File: src/rtl/sspi_defines.vh
`ifndef SSPI_DEFINES_VH
`define SSPI_DEFINES_VH

// Mode field encodings
`define SSPI_MODE_M_DIV4      4'h0
`define SSPI_MODE_M_DIV16     4'h1
`define SSPI_MODE_M_DIV64     4'h2
`define SSPI_MODE_M_TMR2      4'h3
`define SSPI_MODE_S_SS_ON     4'h4
`define SSPI_MODE_S_SS_OFF    4'h5

// Rate select, the low two mode bits in master modes
`define SSPI_RATE_DIV4        2'h0
`define SSPI_RATE_DIV16       2'h1
`define SSPI_RATE_DIV64       2'h2
`define SSPI_RATE_TMR2        2'h3

// Half bit periods in clock cycles
`define SSPI_HALF_DIV4        6'h02
`define SSPI_HALF_DIV16       6'h08
`define SSPI_HALF_DIV64       6'h20
`define SSPI_DIV_ONE          6'h01
`define SSPI_DIV_ZERO         6'h00

// Byte framing
`define SSPI_MSB              7
`define SSPI_LAST_BIT         4'h7
`define SSPI_LAST_HALF        5'h0f
`define SSPI_BYTE_ZERO        8'h00
`define SSPI_HALF_ZERO        5'h00
`define SSPI_HALF_ONE         5'h01
`define SSPI_BIT_ZERO         4'h0
`define SSPI_BIT_ONE          4'h1

`endif

File: src/rtl/sspi_sync3.v
`timescale 1ns/1ps
`include "sspi_defines.vh"

module sspi_sync3
(
  input  wire clock,
  input  wire rstn,
  input  wire async_in,
  output wire level
);

  reg stage1_ff;
  reg stage2_ff;
  reg stage3_ff;
  reg level_ff;

  // Level moves only once the last two stages agree
  always @(posedge clock or negedge rstn)
  begin
    if (!rstn)
    begin
      stage1_ff <= 1'b0;
      stage2_ff <= 1'b0;
      stage3_ff <= 1'b0;
      level_ff  <= 1'b0;
    end
    else
    begin
      stage1_ff <= async_in;
      stage2_ff <= stage1_ff;
      stage3_ff <= stage2_ff;
      if (stage2_ff == stage3_ff)
        level_ff <= stage3_ff;
    end
  end

  assign level = level_ff;

endmodule // sspi_sync3

File: src/rtl/sspi_clkdiv.v
`timescale 1ns/1ps
`include "sspi_defines.vh"

module sspi_clkdiv
(
  input  wire       clock,
  input  wire       rstn,
  input  wire       run,
  input  wire [1:0] rate_sel,
  input  wire       tmr2_tick,
  output wire       half_tick
);

  reg  [5:0] cnt_ff;
  reg  [5:0] nxt_cnt;
  reg  [5:0] half_len;
  reg        tick;

  always @*
  begin
    case (rate_sel)
      `SSPI_RATE_DIV4:  half_len = `SSPI_HALF_DIV4;
      `SSPI_RATE_DIV16: half_len = `SSPI_HALF_DIV16;
      `SSPI_RATE_DIV64: half_len = `SSPI_HALF_DIV64;
      default:          half_len = `SSPI_DIV_ONE;
    endcase
    tick    = 1'b0;
    nxt_cnt = cnt_ff;
    if (!run)
      nxt_cnt = `SSPI_DIV_ZERO;
    else if (rate_sel == `SSPI_RATE_TMR2)
      tick = tmr2_tick; // each timer tick is half a bit
    else if (cnt_ff == half_len - `SSPI_DIV_ONE)
    begin
      tick    = 1'b1;
      nxt_cnt = `SSPI_DIV_ZERO;
    end
    else
      nxt_cnt = cnt_ff + `SSPI_DIV_ONE;
  end

  always @(posedge clock or negedge rstn)
  begin
    if (!rstn)
      cnt_ff <= `SSPI_DIV_ZERO;
    else
      cnt_ff <= nxt_cnt;
  end

  assign half_tick = tick;

endmodule // sspi_clkdiv

File: src/rtl/sspi_core.v
// Summary of operation
// - Eight bits sent and received together
// - Shift register moves MSB first
// - Full byte goes to buffer, flags set
// - Next byte may arrive before buffer read
// - Write while busy dropped, collision flag set
// - Reading buffer clears buffer full flag
// - Shift register reached only through buffer
// - Enable bit hands pins to port
// - Shift on one edge, sample opposite
// - Master starts transfer on buffer write
// - Master with clock input keeps receiving
// - Slave shifts on external clock, flags
// - Polarity bit sets clock idle level
// - Master rate: div 4, 16, 64, timer
// - Slave works in sleep, wakes device
// - Select control only mode 4, input
// - Select high stops driving data output
// - Select high resets transfer logic
// - Data output as input never transmits
`timescale 1ns/1ps
`include "sspi_defines.vh"

module sspi_core
(
  input  wire       clock,
  input  wire       rstn,
  input  wire [7:0] buf_wdata,
  input  wire       buf_wr,
  input  wire       buf_rd,
  output wire [7:0] buf_rdata,
  input  wire       port_enable_bit,
  input  wire       clock_idle_polarity,
  input  wire       clock_edge_sel,
  input  wire [3:0] port_mode_field,
  input  wire       write_collision_flag_clear,
  input  wire       irq_clear,
  output wire       buffer_full_flag,
  output wire       port_irq_flag,
  output wire       write_collision_flag,
  output wire       wake_pulse,
  input  wire       sleep_mode,
  input  wire       timer2_tick,
  input  wire       data_out_is_input,
  input  wire       clock_is_input,
  input  wire       select_is_input,
  input  wire       data_in_pin,
  input  wire       serial_clock_pin_in,
  output wire       serial_clock_pin_out,
  output wire       serial_clock_pin_oe,
  output wire       data_out_pin_out,
  output wire       data_out_pin_oe,
  input  wire       slave_select_pin
);

  reg  [7:0] shift_reg_ff;
  reg  [7:0] nxt_shift_reg;
  reg  [7:0] xfer_buffer_ff;
  reg  [7:0] nxt_xfer_buffer;
  reg        bf_ff;
  reg        nxt_bf;
  reg        irq_ff;
  reg        nxt_irq;
  reg        write_collision_flag_ff;
  reg        nxt_write_collision_flag;
  reg        wake_ff;
  reg        nxt_wake;
  reg        m_active_ff;
  reg        nxt_m_active;
  reg  [4:0] half_cnt_ff;
  reg  [4:0] nxt_half_cnt;
  reg  [3:0] bit_cnt_ff;
  reg  [3:0] nxt_bit_cnt;
  reg        sck_ff;
  reg        nxt_sck;
  reg        sdo_ff;
  reg        nxt_sdo;
  reg        sck_prev_ff;

  wire       din_s;
  wire       sck_s;
  wire       ss_s;
  wire       half_tick;

  wire       is_master;
  wire       is_slave;
  wire       ss_ctrl;
  wire       ss_block;
  wire       busy;
  wire       s_lead;
  wire       s_trail;
  wire       m_lead;
  wire       m_trail;
  wire       in_edge;
  wire       out_edge;
  wire       complete;
  wire       start_wr;
  wire       start_mon;

  // Pins from outside the clock domain
  sspi_sync3 u_sync_din
  (
    .clock    (clock),
    .rstn     (rstn),
    .async_in (data_in_pin),
    .level    (din_s)
  );

  sspi_sync3 u_sync_sck
  (
    .clock    (clock),
    .rstn     (rstn),
    .async_in (serial_clock_pin_in),
    .level    (sck_s)
  );

  sspi_sync3 u_sync_ss
  (
    .clock    (clock),
    .rstn     (rstn),
    .async_in (slave_select_pin),
    .level    (ss_s)
  );

  // Mode decode; the remaining codes leave the port idle
  assign is_master = port_enable_bit &&
                     (port_mode_field <= `SSPI_MODE_M_TMR2);
  assign is_slave  = port_enable_bit &&
                     ((port_mode_field == `SSPI_MODE_S_SS_ON) ||
                      (port_mode_field == `SSPI_MODE_S_SS_OFF));

  // Select control needs the select pin as an input
  assign ss_ctrl  = is_slave && select_is_input &&
                    (port_mode_field == `SSPI_MODE_S_SS_ON);
  assign ss_block = ss_ctrl && ss_s;

  sspi_clkdiv u_div
  (
    .clock     (clock),
    .rstn      (rstn),
    .run       (m_active_ff),
    .rate_sel  (port_mode_field[1:0]),
    .tmr2_tick (timer2_tick),
    .half_tick (half_tick)
  );

  // Even half periods leave idle level, odd ones return to it
  // Limitation: at the fastest rate input sync delay exceeds half a bit
  assign m_lead  = m_active_ff && half_tick && !half_cnt_ff[0];
  assign m_trail = m_active_ff && half_tick && half_cnt_ff[0];

  // One rule for both slave edges keeps them consistent
  function slave_edge;
    input prev_lvl;
    input now_lvl;
    input idle_lvl;
    input leading;
    begin
      if (leading)
        slave_edge = (prev_lvl == idle_lvl) && (now_lvl != idle_lvl);
      else
        slave_edge = (prev_lvl != idle_lvl) && (now_lvl == idle_lvl);
    end
  endfunction

  // Bit counter wraps after the last bit of a byte
  function [3:0] next_bit;
    input [3:0] cnt;
    begin
      if (cnt == `SSPI_LAST_BIT)
        next_bit = `SSPI_BIT_ZERO;
      else
        next_bit = cnt + `SSPI_BIT_ONE;
    end
  endfunction

  // Slave edges from the synchronised clock, relative to idle level
  assign s_lead  = is_slave && !ss_block &&
                   slave_edge(sck_prev_ff, sck_s, clock_idle_polarity,
                              1'b1);
  assign s_trail = is_slave && !ss_block &&
                   slave_edge(sck_prev_ff, sck_s, clock_idle_polarity,
                              1'b0);

  // Edge select picks which edge samples and which shifts out
  assign in_edge  = clock_edge_sel ? (m_trail | s_trail)
                                   : (m_lead | s_lead);
  assign out_edge = clock_edge_sel ? (m_lead | s_lead)
                                   : (m_trail | s_trail);

  assign complete = (m_active_ff && half_tick &&
                     (half_cnt_ff == `SSPI_LAST_HALF)) ||
                    (is_slave && in_edge &&
                     (bit_cnt_ff == `SSPI_LAST_BIT));

  assign busy = is_master ? m_active_ff
                          : (bit_cnt_ff != `SSPI_BIT_ZERO);

  assign start_wr  = buf_wr && !busy && (is_master || is_slave);
  // Clock pin as input in master mode: free running receiver
  assign start_mon = is_master && clock_is_input &&
                     !m_active_ff && !start_wr;

  always @*
  begin
    nxt_shift_reg   = shift_reg_ff;
    nxt_xfer_buffer = xfer_buffer_ff;
    nxt_bf          = bf_ff;
    nxt_irq         = irq_ff;
    nxt_write_collision_flag        = write_collision_flag_ff;
    nxt_wake        = 1'b0;
    nxt_m_active    = m_active_ff;
    nxt_half_cnt    = half_cnt_ff;
    nxt_bit_cnt     = bit_cnt_ff;
    nxt_sck         = sck_ff;
    nxt_sdo         = sdo_ff;

    // Clears first so a same-cycle set below wins
    if (buf_rd)
      nxt_bf = 1'b0;
    if (irq_clear)
      nxt_irq = 1'b0;
    if (write_collision_flag_clear)
      nxt_write_collision_flag = 1'b0;

    if (!is_master && !is_slave)
    begin
      // Disabled or reconfiguring: transfer logic back to idle
      nxt_m_active = 1'b0;
      nxt_half_cnt = `SSPI_HALF_ZERO;
      nxt_bit_cnt  = `SSPI_BIT_ZERO;
      nxt_sck      = clock_idle_polarity;
      if (buf_wr)
        nxt_xfer_buffer = buf_wdata;
    end
    else
    begin
      if (!m_active_ff)
        nxt_sck = clock_idle_polarity;

      if (ss_block)
        nxt_bit_cnt = `SSPI_BIT_ZERO;

      if (buf_wr && busy)
        nxt_write_collision_flag = 1'b1;
      else if (start_wr)
      begin
        // Shift register is loaded only through the buffer
        nxt_shift_reg   = buf_wdata;
        nxt_xfer_buffer = buf_wdata;
        nxt_sdo         = buf_wdata[`SSPI_MSB];
        if (is_master)
        begin
          nxt_m_active = 1'b1;
          nxt_half_cnt = `SSPI_HALF_ZERO;
        end
      end
      else if (start_mon)
      begin
        nxt_m_active = 1'b1;
        nxt_half_cnt = `SSPI_HALF_ZERO;
      end

      if (m_active_ff && half_tick)
      begin
        nxt_sck      = ~sck_ff;
        nxt_half_cnt = half_cnt_ff + `SSPI_HALF_ONE;
        if (half_cnt_ff == `SSPI_LAST_HALF)
          nxt_m_active = start_mon;
      end

      // Sampling keeps the new bit at the bottom, MSB leaves first
      if (in_edge)
      begin
        nxt_shift_reg = {shift_reg_ff[`SSPI_MSB-1:0], din_s};
        if (is_slave)
          nxt_bit_cnt = next_bit(bit_cnt_ff);
      end
      if (out_edge)
        nxt_sdo = shift_reg_ff[`SSPI_MSB];

      if (complete)
      begin
        // Buffer takes the byte; the shifter is free again at once
        nxt_xfer_buffer = nxt_shift_reg;
        nxt_bf          = 1'b1;
        nxt_irq         = 1'b1;
        nxt_wake        = sleep_mode && is_slave;
      end
    end
  end

  always @(posedge clock or negedge rstn)
  begin
    if (!rstn)
    begin
      shift_reg_ff   <= `SSPI_BYTE_ZERO;
      xfer_buffer_ff <= `SSPI_BYTE_ZERO;
      bf_ff          <= 1'b0;
      irq_ff         <= 1'b0;
      write_collision_flag_ff        <= 1'b0;
      wake_ff        <= 1'b0;
      m_active_ff    <= 1'b0;
      half_cnt_ff    <= `SSPI_HALF_ZERO;
      bit_cnt_ff     <= `SSPI_BIT_ZERO;
      sck_ff         <= 1'b0;
      sdo_ff         <= 1'b0;
      sck_prev_ff    <= 1'b0;
    end
    else
    begin
      shift_reg_ff   <= nxt_shift_reg;
      xfer_buffer_ff <= nxt_xfer_buffer;
      bf_ff          <= nxt_bf;
      irq_ff         <= nxt_irq;
      write_collision_flag_ff        <= nxt_write_collision_flag;
      wake_ff        <= nxt_wake;
      m_active_ff    <= nxt_m_active;
      half_cnt_ff    <= nxt_half_cnt;
      bit_cnt_ff     <= nxt_bit_cnt;
      sck_ff         <= nxt_sck;
      sdo_ff         <= nxt_sdo;
      sck_prev_ff    <= sck_s;
    end
  end

  assign buf_rdata            = xfer_buffer_ff;
  assign buffer_full_flag     = bf_ff;
  assign port_irq_flag        = irq_ff;
  assign write_collision_flag = write_collision_flag_ff;
  assign wake_pulse           = wake_ff;

  // Clock driven only by an enabled master with the pin as output
  assign serial_clock_pin_out = sck_ff;
  assign serial_clock_pin_oe  = is_master && !clock_is_input;

  // Data output floats four clocks after select rises, once synchronised, even mid-byte
  assign data_out_pin_out = sdo_ff;
  assign data_out_pin_oe  = (is_master || (is_slave && !ss_block)) &&
                            !data_out_is_input;

endmodule // sspi_core

File: config.mk
export PLATFORM = sky130hd
export DESIGN_NAME = sspi_core
export DESIGN_NICKNAME = d
export VERILOG_FILES = /design/src/rtl/sspi_sync3.v /design/src/rtl/sspi_clkdiv.v /design/src/rtl/sspi_core.v
export VERILOG_INCLUDE_DIRS = /design/src /design/src/rtl
export SDC_FILE = /design/constraint.sdc
export NUM_CORES = 1
export LEC_CHECK = 0
export ABC_AREA = 1
export BUFFER_PORTS_ARGS = -buffer_cell sky130_fd_sc_hd__buf_2
export CORE_MARGIN = 3
export CORE_UTILIZATION = 40
export CTS_CLUSTER_SIZE = 40
export DETAILED_ROUTE_END_ITERATION = 10
export GPL_ROUTABILITY_DRIVEN = 1
export PLACE_DENSITY_LB_ADDON = 0.2
export REMOVE_ABC_BUFFERS = 1
export SKIP_LAST_GASP = 1
export SLEW_MARGIN = 20
export SYNTH_ARGS = -nofsm -noshare
export SYNTH_HDL_FRONTEND = slang
export SYNTH_HIERARCHICAL = 1
export SYNTH_SLANG_ARGS = --single-unit
File: constraint.sdc
create_clock -name clock -period 5.4 [get_ports clock]
set_input_delay 0.27 -clock clock [delete_from_list [all_inputs] [get_ports clock]]
set_output_delay 0.27 -clock clock [all_outputs]
set_load 0.01 [all_outputs]
==> summary.txt, run 1 <==
Global routing
  – Maximum number of pins on one net before global-route repair: 52
  – First-pass GRT wire length: 11.30 mm
  – Initial antenna violation count: 0
  – Gr usage total: 16.01%
  – Grt total ovfl: 0
  – Vias in the first global route: 2465

Yosys
  – Synthesized area per cell: 8.194 µm²
  – Async set-or-reset flop fraction in the synthesized netlist: 100.0%
  – Syn Inst Count: 377
  – Area contributors post-synth: dfrtp_1 41%, nand2_1 12%, nand3_1 6.3%, nand3_2 5.8%, inv_1 5.1%
  – Top-area cell type share of the netlist area: 41.31%
  – Synth Warn #: 6
  – Mapped Area: 0.003089 mm²
  – Post-synth top flop: dfrtp_1
  – Area leader, netlist: dfrtp_1
  – Post-synth EDFFs: 0
  – Netlist cell types: 36
  – Share of the yosys chip area belonging to registers: 41.31%
  – Yosys reg bits: 51

Run status
  – Status: finished clean

CTS
  – CTS buffer count: 5
  – CTS clock-pin slew for the worst setup and hold paths: 100 ps
  – Hold-fix buffers, CTS: 0
  – Gates resized, CTS repair: 0
  – Worst-Skew Late Latency: 310 ps
  – Post-CTS Setup Inserts: 0
  – CTS H-tree lvls: 2
  – Clk sink count: 51
  – CTS tree: done
  – Max Buffers Root-to-Sink: 2
  – Root Driver: clkbuf_8

Detailed routing
  – Drc violations: 0
  – Vias/cell: 4.785
  – Detailed Routing Iterations Pass 1: 7
  – Remaining antenna violation count after routing: 0
  – DR iter-0 viols: 93
  – WL final: 6.291 mm
  – Wire per inst: 12.05 µm
  – Vias: 2498

Finish
  – Area of the multi-input gates: 0.001541 mm²
  – Layout cell share with drive strength beyond 1: 25.77%
  – Commonest cells after routing, fill and taps aside: 95 x nand2_1, 51 x dfrtp_1, 44 x buf_2, 42 x inv_1
  – Commonest non-fill, non-tap cell in the layout: nand2_1
  – FF/Latch Area: 0.001276 mm²
  – Fin cells: 522
  – Filler Cells Inserted: 713
  – Nets: 459
  – Ant diodes: 0
  – Synth-to-layout area growth: 11.79%

Timing
  – Post-route clock period utilization: 42.30%
  – Worst-Margin Slew: 650.2 ps
  – # setup viols final: 0
  – Post-route minimum period: 2284 ps
  – Setup tns final: 0 ps
  – Final Skew: 7.471 ps
  – Setup repair after global routing missed its margin: false
  – Fin. Hold Viols: 0
  – Max-slew headroom: 56.65%
  – Max Slew Vio Count: 0
  – F_max: 437.7 MHz

Critical path
  – Reg2Reg Depth: 16
  – Kind of critical path: reg2reg
  – Reg2reg setup slack: 3120 ps
  – CP endpoint kind: flop
  – Worst EP required: 5600 ps
  – Setup crit start kind: flop
  – Maximum fanout along the worst path: 10
  – RR Endpoint: bit_cnt_ff[0]
  – Crit path launch: u_div/cnt_ff[0]
  – Worst path arrival time: 2490 ps
  – Setup crit end: bit_cnt_ff[0]
  – Worst R2R Start: u_div/cnt_ff[0]

Floorplan
  – Core area: 0.007370 mm²
  – Ports: 45
  – Num rows: 31
  – Die Width: 93.88 µm
  – Starting density of the core: 41.92%
  – Die height: 93.88 µm
  – Total die area: 0.008813 mm²

Place
  – DP HPWL: 4.582 mm
  – DP Cell Count: 514
  – I/O Buffers: 44
  – RePlAce Congestion: 0.8594

Power
  – Leakage Power: 1.810 nW
  – Worst VDD drop: 0.1500 mV
  – Pwr dens: 234.3 mW/mm²

Min path
  – Worst hold path type: in2async

Flow run
  – Max_cap viols: 0
## final cells by class
type / instances / area share, %
clock buffers: 5 / 1.993
clock inverters: 3 / 0.4348
inverters: 52 / 5.797
multi-input cells: 267 / 44.64
flip-flops and latches: 51 / 36.96
well taps: 99 / 3.587
repair buffers: 45 / 6.594
## per-layer routing
layer	routed length, µm	up-vias	GRT usage (%)	part of all wire [%]
li1	-	1292	-	-
met1	3152	1154	22.59	50
met2	2810	44	25.31	45
met3	250	8	2.965	4.0
met4	78	0	4.091	1.2
met5	0	-	0	0
## worst max-delay path, cell delays in order (launching register included)
cell,delay (ps)
dfrtp_1,440
nand2_1,80
inv_1,60
nor2_4,90
nand3_2,110
nor2_4,110
nand3_1,70
nand2_1,180
nand2_1,90
inv_1,110
nand2_1,120
nand3_4,130
nand2_4,100
nor2_2,180
inv_1,120
a21oi_1,150
nor2_1,60
## how the worst min path moves through the flow
stage	start	end	slack, ps	cells after the start
floorplan	rstn	bit_cnt_ff[0]	-30	0
global route	serial_clock_pin_in	u_sync_sck/stage1_ff	50	1
global placement	u_sync_sck/stage1_ff	u_sync_sck/stage2_ff	330	0
CTS	serial_clock_pin_in	u_sync_sck/stage1_ff	50	1
finish	rstn	buf_rdata[5]	60	2
detailed placement	u_sync_ss/stage1_ff	u_sync_ss/stage2_ff	340	0
## synth_stat cells (5+ instances only)
| master | instances |
|---|---|
| ha_1 | 8 |
| a21oi_1 | 11 |
| nand3_2 | 18 |
| inv_1 | 42 |
| nand2_2 | 8 |
| a31oi_1 | 10 |
| nand2_1 | 95 |
| dfrtp_1 | 51 |
| nor2_4 | 5 |
| inv_2 | 8 |
| nor2_1 | 39 |
| nand3_1 | 39 |
## state kept, by name, indices dropped and copies added (netlist names), 4 cells and up
name,cells
buf_rdata,8
u_div/cnt_ff,6
bit_cnt_ff,4
shift_reg_ff,8
half_cnt_ff,5
## report_power, final
group	total (W)	internal [W]	switching (W)	leakage [nW]
clock	0.000219	0.0000891	0.000130	0.0477
combinational	0.000154	0.0000591	0.0000948	1.12
sequential	0.000436	0.000413	0.0000226	0.639
## kinds of logic (layout without fill, tap and decap cells)
group | after synthesis | after routing | share of synthesized area (%)
XOR/XNOR | 6 | 6 | 1.701
adder cells (fa/ha/maj) | 8 | 8 | 3.240
flip-flops | 51 | 51 | 41.31
AO/OA/AOI/OAI | 35 | 35 | 7.088
AND/OR/NAND/NOR | 218 | 218 | 37.87
buffers and inverters | 59 | 105 | 8.789
## through the flow
step	util [%]	setup WS (ps)	hold WS (ps)	power (W)	instance area [µm²]
finish	46.86	3116	59.86	0.0008092	3453
global route	46.86	2859	47.57	0.0008644	3453
CTS	46.86	3092	50.65	0.0008194	3453
detailed placement	45.72	2892	336.3	0.0005982	3369
global placement	45.72	2937	333.3	0.0005952	3369
floorplan	-	3280	-25.59	0.0005455	3018
Power figures use the tool's default switching activity.
==> run 2: changes to the inputs <==
Clock period 5.4 ns to 2.4 ns, I/O delays scaled along.
==> run 2 against run 1 <==
- register-to-register slack got worse by 2900 ps
- worst hold slack improved by 20 ps
- global-route usage about the same
- sequential share of layout area decreased by 1.2 points
- clock power increased by 130%
- highest routed layer unchanged
==> summary.txt, run 2 (synthesized netlist as in run 1, its figures left out) <==
Run status
  – Status: finished clean

Timing
  – Post-route minimum period: 2155 ps
  – Setup tns final: 0 ps
  – Fin. Hold Viols: 0
  – Max-slew headroom: 55.91%
  – Setup repair after global routing missed its margin: false
  – Hold Worst Slack: 80.17 ps
  – Final Skew: 12.77 ps
  – Max Slew Vio Count: 0
  – F_max: 464.0 MHz
  – # setup viols final: 0
  – Post-route clock period utilization: 89.80%
  – Worst-Margin Slew: 661.3 ps

Detailed routing
  – WL final: 6.318 mm
  – Routed length on met2: 2.868 mm
  – DR iter-0 viols: 138
  – Vias/cell: 4.845
  – Vias: 2587
  – Drc violations: 0
  – Detailed Routing Iterations Pass 1: 4
  – Metal-1 WL: 3.110 mm
  – Remaining antenna violation count after routing: 0
  – Wire per inst: 11.83 µm
  – WL met3: 274 µm
  – Highest routed metal layer: met4

CTS
  – CTS H-tree lvls: 2
  – CTS tree: done
  – Root Driver: clkbuf_8
  – Clk sink count: 51
  – Worst-Skew Late Latency: 310 ps
  – CTS clock-pin slew for the worst setup and hold paths: 100 ps
  – CTS buffer count: 5
  – Max Buffers Root-to-Sink: 2

Critical path
  – Maximum fanout along the worst path: 18
  – Worst path arrival time: 2360 ps
  – Worst EP required: 2600 ps
  – Setup crit start kind: flop
  – Kind of critical path: reg2reg
  – CP endpoint kind: flop

Finish
  – Nets: 471
  – Commonest cells after routing, fill and taps aside: 95 x nand2_1, 51 x dfrtp_1, 44 x buf_2, 42 x inv_1
  – Layout cell share with drive strength beyond 1: 26.21%
  – Commonest non-fill, non-tap cell in the layout: nand2_1
  – Ant diodes: 0
  – Synth-to-layout area growth: 15.43%

Floorplan
  – Die height: 93.88 µm
  – Core area: 0.007370 mm²
  – Num rows: 31
  – Starting density of the core: 41.92%
  – Ports: 45
  – Die Width: 93.88 µm
  – Total die area: 0.008813 mm²

Power
  – Pwr Total: 0.001841 W
  – Leakage Power: 1.859 nW
  – Worst VDD drop: 0.2178 mV
  – Pwr dens: 516.2 mW/mm²

Place
  – DP HPWL: 4.634 mm
  – I/O Buffers: 44
  – RePlAce Congestion: 0.8585

Flow run
  – Max_cap viols: 0

Global routing
  – Maximum number of pins on one net before global-route repair: 52
  – Grt total ovfl: 0
  – Vias in the first global route: 2474
  – First-pass GRT wire length: 11.32 mm
  – Gr usage total: 16.01%
  – Initial antenna violation count: 0

Min path
  – Worst hold path type: in2reg
run 2: changes by cell type in the layout (fill, tap and decap cells not counted):
cell | previous run | this run
buf_4 | 1 | 6
clkinv_2 | 3 | 1
clkinvlp_4 | 0 | 2
dlygate4sd3_1 | 0 | 7
run 2: metrics by stage:
step	utilization (%)	instance area [µm²]	setup slack [ps]	std cells
global placement	46.03	3392	196.5	517
CTS	48.18	3551	180.8	532
detailed placement	46.03	3392	132.7	517
floorplan	-	3018	389.6	370
finish	48.39	3566	244.8	534
global route	48.39	3566	7.048	534
run 2: report_power, final:
part | internal, W | leakage, nW | total, W | switching, W
sequential | 0.000930 | 0.639 | 0.000983 | 0.0000534
clock | 0.000204 | 0.0402 | 0.000501 | 0.000297
combinational | 0.000141 | 1.18 | 0.000357 | 0.000216
total | 0.00127 | 1.86 | 0.00184 | 0.000566
run 2: critical path, cell delays in order, from the launching register on:
cell     delay [ps]
dfrtp_1         410
nand2_1          60
inv_1            60
nor2_4           90
nand3_2         110
nor2_4          110
nand3_1          70
nand2_1          80
nand2_1          70
inv_1           110
nand2_1         110
nand3_4         130
nand4_4         140
nand2_8         150
nand2_8         120
nand2_1         130
nand3_2          70
run 2: layout make-up:
cell class	count	area, µm²
sequential	51	1276
multi-input combinational	267	1541
fill	737	3804
tap	99	123.9
inverter	52	200.2
clock inverter	3	20.02
timing repair buffer	57	335.3
clock buffer	5	68.82
run 2: what timing repair did:
item	in CTS	in global routing
hold buffers	7	0
setup endpoints to repair	0	5
gates resized for setup	0	0
setup buffers	0	2
hold endpoints to repair	57	0
run 2: metal layers:
layer  track usage (%)  vias up
met3             2.965        5
met2             25.37       48
met4             3.971        0
met1             22.57     1214
li1                  -     1320
met5                 0        -
run 2: final timing paths:
path	start	endpoint	cells after the start	slack, ps
hold / removal	sleep_mode	wake_pulse	2	80
setup reg to reg	u_div/cnt_ff[0]	buf_rdata[7]	16	240
hold reg to reg	u_sync_sck/stage1_ff	u_sync_sck/stage2_ff	0	360
max in group asynchronous	rstn	u_sync_din/level	3	1500
setup / recovery	u_div/cnt_ff[0]	buf_rdata[7]	16	240
min in group asynchronous	rstn	wake_pulse	3	450
==> run 3: changes to the inputs <==
Clock period 2.4 ns to 2.19 ns, I/O delays scaled along.
==> run 3 against run 2 <==
- core utilization rose by 2.5 points
- via count rose by 1.1%
- critical path depth did not move
- sequential power rose by 9%
- largest cell class unchanged
- highest routed layer unchanged
- non-clock buffer count rose by 6
- die area did not move
- sequential share of layout area fell by 1.7 points
- setup slack got worse by 150 ps
- maximum frequency rose by 2.8%
- design area rose by 5.2%
==> summary.txt, run 3 (synthesized netlist as in run 1, its figures left out) <==
Global routing
  – Grt total ovfl: 0
  – Vias in the first global route: 2512
  – Maximum number of pins on one net before global-route repair: 28
  – First-pass GRT wire length: 11.33 mm
  – Initial antenna violation count: 0
  – Gr usage total: 16.02%

Detailed routing
  – Vias: 2616
  – Wire per inst: 12.82 µm
  – Vias/cell: 4.835
  – Detailed Routing Iterations Pass 1: 5
  – WL final: 6.938 mm
  – Remaining antenna violation count after routing: 0
  – DR iter-0 viols: 168
  – Drc violations: 0

CTS
  – CTS buffer count: 5
  – CTS H-tree lvls: 2
  – Max Buffers Root-to-Sink: 2
  – Worst-Skew Late Latency: 310 ps
  – CTS clock-pin slew for the worst setup and hold paths: 90 ps
  – Clk sink count: 51
  – CTS tree: done
  – Root Driver: clkbuf_8

Finish
  – Commonest non-fill, non-tap cell in the layout: nand2_1
  – Area of the multi-input gates: 0.001660 mm²
  – Ant diodes: 0
  – Util after Layout: 50.88%
  – Commonest cells after routing, fill and taps aside: 86 x nand2_1, 49 x dfrtp_1, 44 x buf_2, 40 x inv_1, 38 x nor2_1
  – Nets: 479
  – Filler Cells Inserted: 708
  – Synth-to-layout area growth: 21.39%
  – FF/Latch Area: 0.001279 mm²
  – Layout cell share with drive strength beyond 1: 31.45%
  – Fin cells: 541

Critical path
  – Crit path launch: u_div/cnt_ff[0]
  – RR Endpoint: buf_rdata[4]
  – Crit-path cells: nand2_1, inv_2, nor2_4, nand3_2, nor2_4, nand3_2, nand2_2, nand2_2, nor2_2, inv_2, nand3_4, nand4_4, nand2_8, buf_6, nand3_1, nand3_2
  – CP endpoint kind: flop
  – Reg2reg setup slack: 90 ps
  – WP depth: 16
  – Slowest CP cell: dfrtp_1
  – CP bufs+invs: 3
  – Most used cell, CP: nand3_2
  – Reg2Reg Depth: 16
  – Setup crit start kind: flop
  – Maximum fanout along the worst path: 8
  – Top delay family on crit path: simple AND/OR/NAND/NOR gates
  – Slowest stage delay, CP: 420 ps
  – Setup crit end: buf_rdata[4]
  – Worst R2R Start: u_div/cnt_ff[0]
  – Worst path arrival time: 2350 ps
  – Worst EP required: 2440 ps
  – Kind of critical path: reg2reg

Floorplan
  – Total die area: 0.008813 mm²
  – Die height: 93.88 µm
  – Core area: 0.007370 mm²
  – Ports: 45
  – Starting density of the core: 41.92%
  – Num rows: 31
  – Die Width: 93.88 µm

Timing
  – Hold Worst Slack: 74.66 ps
  – Max Slew Vio Count: 0
  – Post-route clock period utilization: 95.72%
  – Max-slew headroom: 55.29%
  – Fin. Hold Viols: 0
  – Post-route minimum period: 2096 ps
  – Setup repair after global routing missed its margin: true
  – Worst-Margin Slew: 669.7 ps
  – # setup viols final: 0
  – F_max: 477.0 MHz
  – Final Skew: 10.06 ps

Place
  – I/O Buffers: 44
  – DP Cell Count: 518
  – DP HPWL: 4.911 mm
  – RePlAce Congestion: 0.8082

Power
  – Switching share of power: 30.35%
  – Worst VDD drop: 0.3505 mV
  – Internal power: 0.001431 W
  – Pwr Total: 0.002054 W
  – Leakage Power: 1.902 nW
  – Flop pwr share: 52.3%
  – Logic pwr share: 20.3%
  – Pwr dens: 547.8 mW/mm²
  – Clock share of power: 27.3%
  – P_sw: 0.0006234 W

Min path
  – Worst hold path type: in2reg

Run status
  – Status: finished clean

Flow run
  – Max_cap viols: 0
## run 3: cell count changes in the layout (fill, tap and decap cells not counted), moves of 3 or more
cell,before,now
nand2_2,8,16
buf_4,6,10
nand2_1,95,86
nand3_1,39,35
nand2_8,2,5
## run 3: stage by stage
stage	worst slack [ps]	TNS, ps	area [µm²]
6_report	93.65	0	3750
5_1_grt	-67.42	-340.9	3750
4_1_cts	23.80	0	3570
3_5_place_dp	-43.23	-237.3	3412
3_3_place_gp	-7.107	-7.107	3412
2_1_floorplan	179.6	0	3018
## run 3: layout make-up
type / count / share of cell area, %
repair buffers: 63 / 10.58
clock buffers: 6 / 2.202
clock inverters: 1 / 0.1335
inverters: 52 / 5.405
well taps: 99 / 3.303
flip-flops and latches: 51 / 34.10
multi-input cells: 269 / 44.28
## run 3: power groups by stage
stage               combinational, W  clock (W)  sequential (W)
detailed placement          0.000391          0         0.00109
global route                0.000478   0.000618         0.00109
finish                      0.000418   0.000562         0.00107
floorplan                   0.000253          0         0.00109
global placement            0.000381          0         0.00109
CTS                         0.000401   0.000584         0.00107
## run 3: worst min path at each step
stage	cells after the start	endpoint	from	slack, ps
2_1_floorplan	0	bit_cnt_ff[0]	rstn	-190
6_report	2	wake_pulse	sleep_mode	70
3_5_place_dp	1	data_out_pin_out	rstn	170
5_1_grt	2	wake_pulse	sleep_mode	80
4_1_cts	2	wake_pulse	sleep_mode	80
3_3_place_gp	1	shift_reg_ff[7]	rstn	160
## run 3: metal layers
metal,track usage [%],part of all wire (%)
met5,0,0
met4,5.295,1.2
met3,2.804,4.0
met2,25.49,47
met1,22.06,48
## run 3: repair_timing
action,CTS,global route
hold buffers,7,0
gates resized for setup,0,27
endpoints found under the setup margin,0,22
endpoints found under the hold margin,30,0
setup buffers,0,7
